[config.mk]
export PLATFORM = sky130hd
export DESIGN_NAME = ebt_timer
export DESIGN_NICKNAME = d
export VERILOG_FILES = /design/src/core/ebt_pkg.sv /design/src/core/ebt_prescale.sv /design/src/core/ebt_timer.sv
export SDC_FILE = /design/constraint.sdc
export NUM_CORES = 1
export LEC_CHECK = 0
export BUFFER_PORTS_ARGS = -buffer_cell sky130_fd_sc_hd__clkbuf_2
export CELL_PAD_IN_SITES_DETAIL_PLACEMENT = 1
export CELL_PAD_IN_SITES_GLOBAL_PLACEMENT = 1
export CORE_MARGIN = 1.5
export CORE_UTILIZATION = 40
export CTS_CLUSTER_DIAMETER = 30
export DETAILED_ROUTE_END_ITERATION = 12
export PLACE_DENSITY_LB_ADDON = 0.1
export SYNTH_ARGS = -nofsm -noshare
export SYNTH_HDL_FRONTEND = slang
export SYNTH_SLANG_ARGS = --single-unit
[constraint.sdc]
create_clock -name clock -period 3.09 [get_ports clock]
set_input_delay 0.927 -clock clock [delete_from_list [all_inputs] [get_ports clock]]
set_output_delay 0.927 -clock clock [all_outputs]
set_load 0.02 [all_outputs]
[src/core/ebt_pkg.sv]
/*
  Constants shared by the eight-bit timer block: register indices,
  control field positions, reset values and bus codes.
  Assumes an AHB-Lite bus with 32-bit data, one register per word.
*/
package ebt_pkg;

  // Register indices; byte address is four times the index
  localparam logic [11:0] IDX_CTRL = 12'hD00;
  localparam logic [11:0] IDX_LOW_PHASE = 12'hD04;
  localparam logic [11:0] IDX_HIGH_PHASE = 12'hD05;
  localparam logic [11:0] IDX_WIDE_LOW = 12'hD06;
  localparam logic [11:0] IDX_WIDE_HIGH = 12'hD07;
  localparam logic [11:0] IDX_IRQ_STATUS = 12'hD10;
  localparam logic [11:0] IDX_IRQ_MASK = 12'hD11;

  // Index field of the byte address
  localparam int ADDR_IDX_LSB = 2;
  localparam int ADDR_IDX_MSB = 13;

  // Control register fields
  localparam int CTL_RUN = 7;
  localparam int CTL_SINGLE = 6;
  localparam int CTL_TIMEOUT = 5;
  localparam int CTL_PRE_MSB = 4;
  localparam int CTL_PRE_LSB = 3;
  localparam int CTL_CAP_IE = 2;
  localparam int CTL_TC_IE = 1;
  localparam int CTL_PIN_SEL = 0;

  // Interrupt status and mask fields
  localparam int IRQ_TC = 0;
  localparam int IRQ_CAP = 1;
  localparam int IRQ_W = 2;

  localparam logic [7:0] CTRL_RESET = 8'h00;
  localparam logic [7:0] HOLD_RESET = 8'h00;
  localparam logic [IRQ_W-1:0] IRQ_RESET = 2'h0;

  // Control bits kept through a stop-mode recovery
  localparam logic [7:0] CTRL_RECOVER_KEEP = 8'h3E;

  // Prescale selections
  localparam logic [1:0] PRE_DIV8 = 2'h3;

  localparam logic [1:0] HTRANS_IDLE = 2'h0;
  localparam logic HRESP_OKAY = 1'b0;

endpackage : ebt_pkg

[src/core/ebt_prescale.sv]
/*
  Prescaler for the eight-bit timer: one-cycle tick enable at the
  system clock divided by 1, 2, 4 or 8.
  Assumes one clock; clr restarts the division at timer start.
*/
`timescale 1ns/100ps
module ebt_prescale #(
  parameter int DIV_W = 3
) (
  input wire logic clock,
  input wire logic rst_n,
  input wire logic clr,
  input wire logic run,
  input wire logic [1:0] sel,
  output logic tick
);
  import ebt_pkg::*;

  logic [DIV_W-1:0] cnt_q;
  logic [DIV_W-1:0] mask_w;

  // Low sel bits of the counter must all be ones to tick
  assign mask_w = ~({DIV_W{1'b1}} << sel);
  assign tick = run & ((cnt_q & mask_w) == mask_w);

  always_ff @(posedge clock or negedge rst_n) begin
    if (!rst_n) begin
      cnt_q <= '0;
    end else if (clr) begin
      cnt_q <= '0;
    end else if (run) begin
      cnt_q <= cnt_q + 1'b1;
    end
  end

endmodule : ebt_prescale

[src/core/ebt_timer.sv]
/*
  Eight-bit timer with its control register, phase count holds and
  the reload byte holds of the wide timer, reached over AHB-Lite.
  Assumes single-clock surroundings; stop_recover, capture_event,
  init_level and port_out_value come from logic on the same clock.
*/
`timescale 1ns/100ps
// Behaviour
// - Low reload byte feeds wide timer low
// - High-phase count used while output high
// - Low-phase count used while output low
// - Hold registers survive stop-mode recovery
// - Time-out flag clears only by writing one
// - Bit 7 runs or stops the counter
// - Bit 6 picks reload or stop
// - Bit 5 set by terminal count
// - Bits 4:3 select tick divide 1-8
// - Prescale and interrupt enables survive recovery
// - Bit 2 enables capture interrupt
// - Bit 1 enables terminal count interrupt
// - Bit 0 routes timer output to pin
// - Load phase count by output level
// - High reload byte feeds wide timer high
module ebt_timer (
  input wire logic clock,
  input wire logic rst_n,
  input wire logic hsel,
  input wire logic [31:0] haddr,
  input wire logic [1:0] htrans,
  input wire logic hwrite,
  input wire logic [2:0] hsize,
  input wire logic [31:0] hwdata,
  input wire logic hready,
  output logic hreadyout,
  output logic [31:0] hrdata,
  output logic hresp,
  input wire logic stop_recover,
  input wire logic capture_event,
  input wire logic init_level,
  input wire logic port_out_value,
  output logic eight_bit_timer_output,
  output logic port3_pin4,
  output logic [15:0] wide_timer_reload,
  output logic irq
);
  import ebt_pkg::*;

  logic [7:0] ctrl_q;
  logic [7:0] ctrl_d;
  logic [7:0] low_q;
  logic [7:0] high_q;
  logic [7:0] wlow_q;
  logic [7:0] whigh_q;
  logic [IRQ_W-1:0] imask_q;
  logic [IRQ_W-1:0] istat_q;
  logic [IRQ_W-1:0] istat_d;
  logic [7:0] cnt_q;
  logic [7:0] cnt_d;
  logic out_q;
  logic out_d;
  logic run_prev_q;
  logic pin_q;
  logic [15:0] reload_q;

  // Bus data phase state
  logic dph_q;
  logic dwr_q;
  logic [11:0] didx_q;

  logic addr_ok_w;
  logic take_w;
  logic wr_w;
  logic [7:0] wd_w;
  logic wr_ctrl_w;
  logic wr_low_w;
  logic wr_high_w;
  logic wr_wlow_w;
  logic wr_whigh_w;
  logic wr_istat_w;
  logic wr_imask_w;
  logic [7:0] rd_byte_w;

  logic run_w;
  logic start_w;
  logic tick_w;
  logic tc_w;
  logic [7:0] phase_val_w;
  logic [IRQ_W-1:0] irq_set_w;

  // Address phase decode
  assign addr_ok_w = (haddr[31:ADDR_IDX_MSB+1] == '0);
  assign take_w = hsel & hready & htrans[1];

  always_ff @(posedge clock or negedge rst_n) begin
    if (!rst_n) begin
      dph_q <= 1'b0;
      dwr_q <= 1'b0;
      didx_q <= '0;
    end else if (hready) begin
      dph_q <= take_w & addr_ok_w;
      dwr_q <= hwrite;
      didx_q <= haddr[ADDR_IDX_MSB:ADDR_IDX_LSB];
    end
  end

  // Data phase write strobes
  assign wr_w = dph_q & dwr_q;
  assign wd_w = hwdata[7:0];
  assign wr_ctrl_w = wr_w & (didx_q == IDX_CTRL);
  assign wr_low_w = wr_w & (didx_q == IDX_LOW_PHASE);
  assign wr_high_w = wr_w & (didx_q == IDX_HIGH_PHASE);
  assign wr_wlow_w = wr_w & (didx_q == IDX_WIDE_LOW);
  assign wr_whigh_w = wr_w & (didx_q == IDX_WIDE_HIGH);
  assign wr_istat_w = wr_w & (didx_q == IDX_IRQ_STATUS);
  assign wr_imask_w = wr_w & (didx_q == IDX_IRQ_MASK);

  // Read mux; unmapped words read zero
  assign rd_byte_w = !dph_q ? 8'h00 :
                     (didx_q == IDX_CTRL) ? ctrl_q :
                     (didx_q == IDX_LOW_PHASE) ? low_q :
                     (didx_q == IDX_HIGH_PHASE) ? high_q :
                     (didx_q == IDX_WIDE_LOW) ? wlow_q :
                     (didx_q == IDX_WIDE_HIGH) ? whigh_q :
                     (didx_q == IDX_IRQ_STATUS) ? {6'h00, istat_q} :
                     (didx_q == IDX_IRQ_MASK) ? {6'h00, imask_q} : 8'h00;
  assign hrdata = {24'h000000, rd_byte_w};
  assign hreadyout = 1'b1;
  assign hresp = HRESP_OKAY;

  // Timer sequencing
  assign run_w = ctrl_q[CTL_RUN];
  assign start_w = run_w & ~run_prev_q;

  ebt_prescale #(
    .DIV_W(3)
  ) u_prescale (
    .clock(clock),
    .rst_n(rst_n),
    .clr(start_w),
    .run(run_w),
    .sel(ctrl_q[CTL_PRE_MSB:CTL_PRE_LSB]),
    .tick(tick_w)
  );

  assign tc_w = run_w & ~start_w & tick_w & (cnt_q <= 8'h01);

  // Pick phase count from next level
  assign phase_val_w = out_d ? high_q : low_q;

  always_comb begin
    out_d = out_q;
    cnt_d = cnt_q;
    if (start_w) begin
      out_d = init_level;
      cnt_d = phase_val_w;
    end else if (tc_w) begin
      out_d = ~out_q;
      cnt_d = ctrl_q[CTL_SINGLE] ? 8'h00 : phase_val_w;
    end else if (run_w && tick_w) begin
      cnt_d = cnt_q - 8'h01;
    end
  end

  // Control register next value
  always_comb begin
    ctrl_d = ctrl_q;
    if (wr_ctrl_w) begin
      ctrl_d = wd_w;
      // Writing one clears, zero leaves it
      ctrl_d[CTL_TIMEOUT] = ctrl_q[CTL_TIMEOUT] & ~wd_w[CTL_TIMEOUT];
    end else if (tc_w && ctrl_q[CTL_SINGLE]) begin
      ctrl_d[CTL_RUN] = 1'b0;
    end
    // Terminal count sets flag, set wins
    if (tc_w) begin
      ctrl_d[CTL_TIMEOUT] = 1'b1;
    end
    if (stop_recover) begin
      ctrl_d = ctrl_d & CTRL_RECOVER_KEEP;
    end
  end

  assign irq_set_w[IRQ_TC] = tc_w & ctrl_q[CTL_TC_IE];
  assign irq_set_w[IRQ_CAP] = capture_event & ctrl_q[CTL_CAP_IE];

  always_comb begin
    istat_d = istat_q;
    if (wr_istat_w) begin
      istat_d = istat_q & ~wd_w[IRQ_W-1:0];
    end
    istat_d = istat_d | irq_set_w;
  end

  always_ff @(posedge clock or negedge rst_n) begin
    if (!rst_n) begin
      ctrl_q <= CTRL_RESET;
      istat_q <= IRQ_RESET;
      run_prev_q <= 1'b0;
      cnt_q <= 8'h00;
      out_q <= 1'b0;
    end else begin
      ctrl_q <= ctrl_d;
      istat_q <= istat_d;
      run_prev_q <= run_w;
      cnt_q <= cnt_d;
      out_q <= out_d;
    end
  end

  always_ff @(posedge clock or negedge rst_n) begin
    if (!rst_n) begin
      low_q <= HOLD_RESET;
      high_q <= HOLD_RESET;
      wlow_q <= HOLD_RESET;
      whigh_q <= HOLD_RESET;
      imask_q <= IRQ_RESET;
    end else begin
      if (wr_high_w) high_q <= wd_w;
      if (wr_low_w) low_q <= wd_w;
      if (wr_wlow_w) wlow_q <= wd_w;
      if (wr_whigh_w) whigh_q <= wd_w;
      if (wr_imask_w) imask_q <= wd_w[IRQ_W-1:0];
    end
  end

  // Registered pin and reload outputs
  always_ff @(posedge clock or negedge rst_n) begin
    if (!rst_n) begin
      pin_q <= 1'b0;
      reload_q <= 16'h0000;
    end else begin
      // Pin takes timer or port value
      pin_q <= ctrl_q[CTL_PIN_SEL] ? out_q : port_out_value;
      reload_q[7:0] <= wlow_q;
      reload_q[15:8] <= whigh_q;
    end
  end

  assign eight_bit_timer_output = out_q;
  assign port3_pin4 = pin_q;
  assign wide_timer_reload = reload_q;
  assign irq = |(istat_q & imask_q);
endmodule : ebt_timer

# --- Yosys cells after proc, flatten, opt, wreduce, memory -nomap -nowiden ---
# Index checks and enable logic that the tools add are counted.
word_totals:
  regBits: 88
  in_bits: 78
  out_inout_bits: 53
  word_cells: 91
classes:
  addsub: 2
  n_lt_le_gt_ge: 1
  n_eq_ne: 8
  n_shift: 1
  muxes: 24
  bitwise: 29
  n_reduce_logical: 8
ops:
  columns: ["op", "count"]
  rows:
  - ["two-way mux 8 bit", 12]
  - ["equality test 12 bit, second input constant", 7]
  - ["bitwise AND 1 bit", 19]
  - ["zero test 18 bit", 1]
  - ["<= comparator 8 x 1 -> 1 bit, second input constant", 1]
  - ["subtractor 8 x 1 -> 8 bit, second input constant", 1]
  - ["two-way mux 7 bit", 1]
  - ["two-way mux 1 bit", 6]
  - ["two-way mux 2 bit", 3]
  - ["two-way mux 3 bit", 2]
  - ["nonzero test 3 bit", 2]
  - ["bitwise AND 2 bit", 2]
  - ["inverter 1 bit", 4]
  - ["nonzero test 2 bit", 2]
  - ["adder 3 x 1 -> 3 bit, second input constant", 1]
  - ["bitwise AND 3 bit", 1]
  - ["equality test 3 bit", 1]
  - ["inverter 3 bit", 1]
  - ["<< shifter 3 x 2 -> 3 bit, first input constant", 1]
  - ["logical AND 1 bit", 2]
  - ["inverter 2 bit", 1]
  - ["bitwise OR 2 bit", 1]
  - ["OR reduction 2 bit", 1]

# --- Depth between registers and ports, before layout ---
# Gate-level depths: netlist of the first run.
depth:
  word_depth: 13
  mapped_depth: 7
  ltp_nobuf: 7

# --- By module ---
# From an unflattened synthesis of the first run, not the netlist that was laid out.
unflattened:
  hier_cells: 391
  area_unflattened_um2: 4347.9
by_module_without_submodules:
  columns: ["mod", "n_inst", "cells_each", "area_per_inst_um2", "seq_area_each_um2"]
  rows:
  - ["ebt_timer", 1, 375, 4192.8, 2127.0]
  - ["ebt_prescale", 1, 16, 155.1, 75.1]

# --- Worst setup path before layout of the first run ---
# No wires, ideal clock.
synth_path:
  kind: "register to output"
  startpoint: "register didx_q[1]"
  endpoint: "output port hrdata[0]"
  arrival_time_ps: 1805
  t_required_ps: 2163
  setup_slack_ps: 358
  path_stages_with_launch: 7
  n_path_buf: 1
  path_cell_list: "dfrtp_1 nor4_2 clkbuf_1 a22oi_1 o32ai_1 nand2_1 a21oi_1"
synth_via:
  elab_chain_cells: 9
  word_cells_on_any_way: 15
  cone_classes: "7 x eq/ne; 8 x mux"
synth_rtl:
  columns: ["element", "line", "rtl"]
  rows:
  - ["from (decl)", "ebt_timer.sv:68", "logic [11:0] didx_q;"]
  - ["from (signal assigned)", "ebt_timer.sv:102", "didx_q <= haddr[ADDR_IDX_MSB:ADDR_IDX_LSB];"]
  - ["equality test 12 bit", "ebt_timer.sv:125", "(didx_q == IDX_IRQ_MASK) ? {6'h00, imask_q} : 8'h00;"]
  - ["two-way mux 2 bit", "ebt_timer.sv:125", null]
  - ["two-way mux 2 bit", "ebt_timer.sv:124", "(didx_q == IDX_IRQ_STATUS) ? {6'h00, istat_q} :"]
  - ["two-way mux 8 bit", "ebt_timer.sv:123", "(didx_q == IDX_WIDE_HIGH) ? whigh_q :"]
  - ["two-way mux 8 bit", "ebt_timer.sv:122", "(didx_q == IDX_WIDE_LOW) ? wlow_q :"]
  - ["two-way mux 8 bit", "ebt_timer.sv:121", "(didx_q == IDX_HIGH_PHASE) ? high_q :"]
  - ["two-way mux 8 bit", "ebt_timer.sv:120", "(didx_q == IDX_LOW_PHASE) ? low_q :"]
  - ["two-way mux 8 bit (*)", "ebt_timer.sv:119", "(didx_q == IDX_CTRL) ? ctrl_q :"]
  - ["two-way mux 8 bit (*)", "ebt_timer.sv:118", "assign rd_byte_w = !dph_q ? 8'h00 :"]
  - ["to (decl)", "ebt_timer.sv:35", "output logic [31:0] hrdata,"]
# Every way passes the cells marked *; elsewhere a longest branch is shown, timed or not.

# --- Worst setup path after layout of the first run ---
layout_path:
  startpoint: "register didx_q[9]"
  endpoint: "output port hrdata[0]"
# Same word-level chain as after synthesis.

==> flow_summary.yaml, run 1 <==
run_status:
  outcome: "finished, violations left"
  violations: "setup timing"
sta:
  slew_viol_final: 0
  tightestPinTransition_ps: 587
  relSlewSlack: 0.607
  worst_slack_ps: -52.5
  min_period_ps: 3140
  skew_ps: 14.3
  rsz0062_at_grt: "yes"
  fin_crit_sh: 1.02
  final_hold_viol_count: 0
  fmax_mhz: 318
  finalSetupViolations: 1
finish:
  design_area_mm2: 0.00521
  area_growth_pct: 17.3
  fillCellCount: 1229
  fin_cells: 622
  antenna_cells: 0
  final_util: 0.481
  drive_gt1_frac: 0.386
  fin_nets: 558
drt:
  routed_wl_mm: 11.6
  top_layer_used: "met4"
  postRouteAntennaNets: 0
  wl_met3_um: 397
  wl_per_cell_um: 18.6
  dr_wl_met2_mm: 5.89
  met1_length_mm: 5.18
  vias: 3409
  drt_pass1_iterations: 4
  drt-initial-drc-count: 124
  remaining_drc_errors: 0
  viasPerCell: 5.48
yosys:
  synth_ff_type: "dfrtp_1"
  synth_cell_type_count: 55
  synthCells: 395
  async_flop_share: 1.00
  synth_area_mm2: 0.00444
  ys_seq_area_frac: 0.496
  avgSynthCellArea_um2: 11.2
  synth_warnings: 0
  ys_seq_elements: 88
  synth-edff-count: 0
power_and_ir_drop:
  p_leak_nw: 2.30
  ir_drop_v: 0.000207
  power_density_mw_per_mm2: 449
  power_mw: 2.34
clocking:
  cts_sinks: 88
  path_clk_slew_ps: 90
  htree_num_levels: 3
  cts-buffers-inserted: 9
  cts_buffer_depth: 2
  tritoncts: "yes"
  root_buffer: "clkbuf_8"
  clk_latency_ps: 370
placement:
  post-place-ws_ps: 252
  gp_congestion: 0.815
  dp_hpwl_mm: 8.49
  placed_cells: 602
  placed_area_mm2: 0.00493
  port_buffers: 74
die:
  dieArea_mm2: 0.0117
  die_w_um: 108
  die_h_um: 108
  initial_utilization: 0.410
  core-area_mm2: 0.0108
  pin_count: 131
  num_rows: 38
grt:
  grt_start_max_net_pins: 40
  grt_pass1_wl_mm: 19.1
  track_usage: 0.212
  antenna_found_initial: 0
  grt_pass1_vias: 3648
  grt.overflow.total: 0
run:
  cap_viol_max_count: 0
setup_path:
  cp-start-kind: "flip-flop"
  end_kind: "primary output"
  worstPathArrival_ps: 2220
  slowest_stage: "or4bb_4"
  path_cells: "and4b_2, or4bb_4, o32ai_2, nand2_1, a21oi_2, clkbuf_8"
  reg2reg_depth: 5
  crit_type: "flip-flop to primary output"
  required_ps: 2160
  crit_cells: 6
  max_stage_delay_ps: 490
  crit_buf_inv: 1
  cp_max_fo: 2
  critPathTopFamily: "simple AND/OR/NAND/NOR gates"
worst_hold_path:
  hp-class: "flip-flop to flip-flop"
  hold_path_depth: 0
-- layer usage --
metal	vias up	GRT usage
met2	83	0.362
met5	-	0
met3	8	0.0344
met4	0	0.0583
li1	1569	-
met1	1749	0.278
-- cells in the final DEF, fill, tap and decap left out, types with 2 or more instances in the layout --
master / Yosys / routed
nor2b_1: 3 / 3
inv_6: 0 / 2
nand3b_1: 3 / 3
mux2_2: 55 / 55
nor3b_1: 3 / 3
a22o_1: 13 / 13
a22oi_1: 3 / 3
nand3_1: 12 / 12
nor2_1: 21 / 19
a222oi_1: 6 / 6
nor4_2: 2 / 2
o21ai_0: 16 / 15
conb_1: 2 / 26
clkbuf_8: 0 / 11
ha_1: 3 / 3
a221o_1: 3 / 3
nor2_2: 0 / 2
nand4_1: 8 / 8
a21oi_2: 0 / 3
clkbuf_2: 0 / 71
a221oi_1: 4 / 4
or4_4: 1 / 2
o21ai_1: 1 / 2
dfrtp_1: 88 / 86
dfrtp_2: 0 / 2
nand2_1: 25 / 24
buf_4: 26 / 17
nor3_1: 8 / 8
mux2i_1: 12 / 12
nand2b_1: 4 / 4
nor4_1: 8 / 8
inv_1: 11 / 11
a21oi_1: 6 / 3
-- cells by family after synthesis --
group | Yosys count | share of synthesized area
flip-flops | 88 | 0.496
multiplexers | 67 | 0.166
XOR/XNOR | 1 | 0.00197
AO/OA/AOI/OAI | 66 | 0.112
AND/OR/NAND/NOR | 114 | 0.146
buffers and inverters | 54 | 0.0679
adder cells (fa/ha/maj) | 3 | 0.00845
other | 2 | 0.00169
-- what timing repair did --
action | in CTS | in global routing
pin swaps | 0 | 2
endpoints found under the setup margin | 6 | 8
buffers inserted | 1 | 3
hold buffers | 0 | 0
endpoints found under the hold margin | 0 | 0
resized for setup | 14 | 9
-- path summary, 6_finish.rpt --
check	endpoint	slack [ps]	startpoint
min in group asynchronous	whigh_q[4]	470	rst_n
min	wide_timer_reload[1]	410	wlow_q[1]
min reg2reg	wide_timer_reload[1]	410	wlow_q[1]
max reg2reg	cnt_q[3]	660	cnt_q[7]
max in group asynchronous	cnt_q[1]	1920	rst_n
max	hrdata[0]	-50	didx_q[9]
-- power breakdown --
part / internal [mW] / total (mW) / leakage, nW / switching [mW]
Combinational: 0.130 / 0.301 / 1.18 / 0.171
Clock: 0.321 / 0.766 / 0.0903 / 0.445
Sequential: 1.21 / 1.27 / 1.03 / 0.0597
Total: 1.66 / 2.34 / 2.30 / 0.676
-- metrics by stage --
| stage | hold slack (ps) | TNS, ps |
|---|---|---|
| floorplan | 364 | 0 |
| global placement | 378 | 0 |
| detailed placement | 388 | 0 |
| CTS | 410 | -146 |
| global route | 413 | -223 |
| finish | 407 | -52.5 |
-- cell usage after synthesis (4+ instances only) --
cell | n | share of area
a22o_1 | 13 | 0.026
nand3_1 | 12 | 0.014
o21ai_0 | 16 | 0.018
nand2b_1 | 4 | 0.0056
dfrtp_1 | 88 | 0.50
nand4_1 | 8 | 0.011
clkbuf_1 | 16 | 0.014
a21oi_1 | 6 | 0.0068
a222oi_1 | 6 | 0.014
a221oi_1 | 4 | 0.0079
nor4_1 | 8 | 0.011
mux2i_1 | 12 | 0.027
mux2_2 | 55 | 0.14
inv_1 | 11 | 0.0093
buf_4 | 26 | 0.044
nor3_1 | 8 | 0.0090
nand2_1 | 25 | 0.021
nor2_1 | 21 | 0.018
-- final cells by class --
type	count	area [um2]	share of cell area
clock buffers	11	141	0.0271
clock inverters	5	38.8	0.00744
inverters	11	41.3	0.00792
multi-input cells	277	2090	0.402
flip-flops and latches	88	2200	0.423
well taps	140	175	0.0336
repair buffers	90	517	0.0991
-- state kept, by name (all words and copies together) (netlist names) --
register and count:
wide_timer_reload 16, didx_q 12, cnt_q 8, ctrl_q 8
high_q 8, low_q 8, whigh_q 8, wlow_q 8
u_prescale.cnt_q 3, imask_q 2, istat_q 2, dph_q 1
dwr_q 1, eight_bit_timer_output 1, port3_pin4 1, run_prev_q 1
Note: power is estimated with default switching activity, not from simulation.
==> run 2: changes to the inputs <==
Settings changed: PLACE_DENSITY_LB_ADDON 0.1 to 0.2.
==> run 2 against run 1 <==
The flow still finishes with violations (setup timing). Via count up 0.59%. Clock skew up 3.7 ps. Die area unchanged. Worst hold slack worse by 10 ps. Core utilization up 0.14 points. Wire length down 0.11%. Flip-flop and latch count unchanged. Global-route usage down 0.17 points. Non-clock buffer count down 5. Count of clock-buffer cells in the layout unchanged. Critical path type unchanged. Critical endpoint unchanged. Largest cell class unchanged.
==> flow_summary.yaml, run 2 (same netlist as run 1, synthesis figures left out) <==
run_status:
  outcome: "finished, violations left"
  violations: "setup timing"
clocking:
  cts-buffers-inserted: 9
  cts_buffer_depth: 2
  tritoncts: "yes"
  clk_latency_ps: 370
  root_buffer: "clkbuf_8"
  cts_sinks: 88
  path_clk_slew_ps: 100
  htree_num_levels: 3
sta:
  slew_viol_final: 0
  fin_crit_sh: 1.02
  fmax_mhz: 317
  skew_ps: 18.0
  final_hold_viol_count: 0
  tightestPinTransition_ps: 708
  relSlewSlack: 0.524
  finalSetupViolations: 1
  worst_slack_ps: -61.9
  min_period_ps: 3150
  setup_tns_ps: -61.9
  rsz0062_at_grt: "yes"
die:
  die_w_um: 108
  die_h_um: 108
  pin_count: 131
  num_rows: 38
  initial_utilization: 0.410
  dieArea_mm2: 0.0117
  core-area_mm2: 0.0108
setup_path:
  reg2reg_depth: 5
  r2r-end: "cnt_q[4]"
  r2r_slack_ps: 560
  worstPathArrival_ps: 2220
  required_ps: 2160
  reg2reg_from: "run_prev_q"
  cp_max_fo: 2
  end_kind: "primary output"
  crit_type: "flip-flop to primary output"
  cp-start-kind: "flip-flop"
grt:
  track_usage: 0.210
  antenna_found_initial: 0
  grt_pass1_vias: 3577
  grt_pass1_wl_mm: 18.6
  grt_start_max_net_pins: 54
  grt.overflow.total: 0
placement:
  dp_hpwl_mm: 8.38
  placed_area_mm2: 0.00489
  port_buffers: 74
  gp_congestion: 0.793
finish:
  antenna_cells: 0
  area_growth_pct: 17.7
  fin_nets: 553
  mostFrequentLayoutCell: "dfrtp_1"
  drive_gt1_frac: 0.379
  fillCellCount: 1224
  final_util: 0.482
  largest_reg_flops: 16
  design_area_mm2: 0.00523
  layout_common_cells: "86 x dfrtp_1, 70 x clkbuf_2, 55 x mux2_2"
drt:
  met1_length_mm: 4.98
  dr_wl_met2_mm: 5.98
  wl_per_cell_um: 18.7
  viasPerCell: 5.56
  remaining_drc_errors: 0
  drt-initial-drc-count: 160
  postRouteAntennaNets: 0
  drt_pass1_iterations: 4
  wl_met3_um: 474
  top_layer_used: "met4"
  routed_wl_mm: 11.6
  vias: 3429
worst_hold_path:
  hold_path_depth: 0
  whs_endpoint: "wide_timer_reload[9]"
  hp-class: "flip-flop to flip-flop"
  hold_start: "whigh_q[1]"
power_and_ir_drop:
  power_mw: 2.43
  ir_drop_v: 0.000267
  power_density_mw_per_mm2: 465
  p_leak_nw: 2.29
run:
  cap_viol_max_count: 0
==> run 2: cell types whose count changed in the layout (fill, tap and decap cells not counted), sizes merged <==
cell,change
buf,-4
bufinv,+1
clkbuf,-1
clkinv,-1
clkinvlp,+1
inv,-1
==> run 2: repair_timing <==
item,4_1_cts,5_1_grt
buffers inserted,1,3
hold buffers,0,0
pin swaps,0,2
setup endpoints to repair,4,8
resized for setup,11,13
endpoints found under the hold margin,0,0
==> run 2: critical path, stage by stage (launching register included) <==
cell      delay, ps
dfrtp_1         400
and4b_1         260
or4bb_4         500
o32ai_4         270
nand2_1          90
a21oi_2         160
clkbuf_8        170
==> run 2: layout make-up <==
class | count | area [um2] | share of cell area
timing repair buffer | 85 | 482 | 0.0921
clock inverter | 5 | 62.6 | 0.0120
sequential | 88 | 2200 | 0.422
multi-input combinational | 277 | 2110 | 0.404
tap | 140 | 175 | 0.0335
inverter | 11 | 41.3 | 0.00790
clock buffer | 11 | 151 | 0.0290
==> run 2: worst max-delay path by stage <==
stage                    from   endpoint  depth (start not counted)
global placement    didx_q[9]  hrdata[0]                          6
global route        didx_q[9]  hrdata[0]                          6
CTS                 didx_q[9]  hrdata[1]                          6
floorplan           didx_q[1]  hrdata[0]                          6
detailed placement  didx_q[9]  hrdata[0]                          6
finish              didx_q[9]  hrdata[0]                          6
==> run 2: per-stage QoR <==
stage	hold WS (ps)	setup WS, ps	cells
5_1_grt	426	-165	617
6_report	397	-61.9	617
3_3_place_gp	378	221	597
4_1_cts	403	-83.7	614
3_5_place_dp	381	217	597
2_1_floorplan	364	358	419
==> run 2: where the power goes <==
part | switching [mW] | internal, mW
Combinational | 0.173 | 0.127
Sequential | 0.0611 | 1.21
Clock | 0.437 | 0.422
==> run 2: routing by layer <==
metal / up-vias / GRT usage
li1: 1570 / -
met1: 1760 / 0.263
met2: 92 / 0.366
met3: 7 / 0.0362
met4: 0 / 0.0714
met5: - / 0
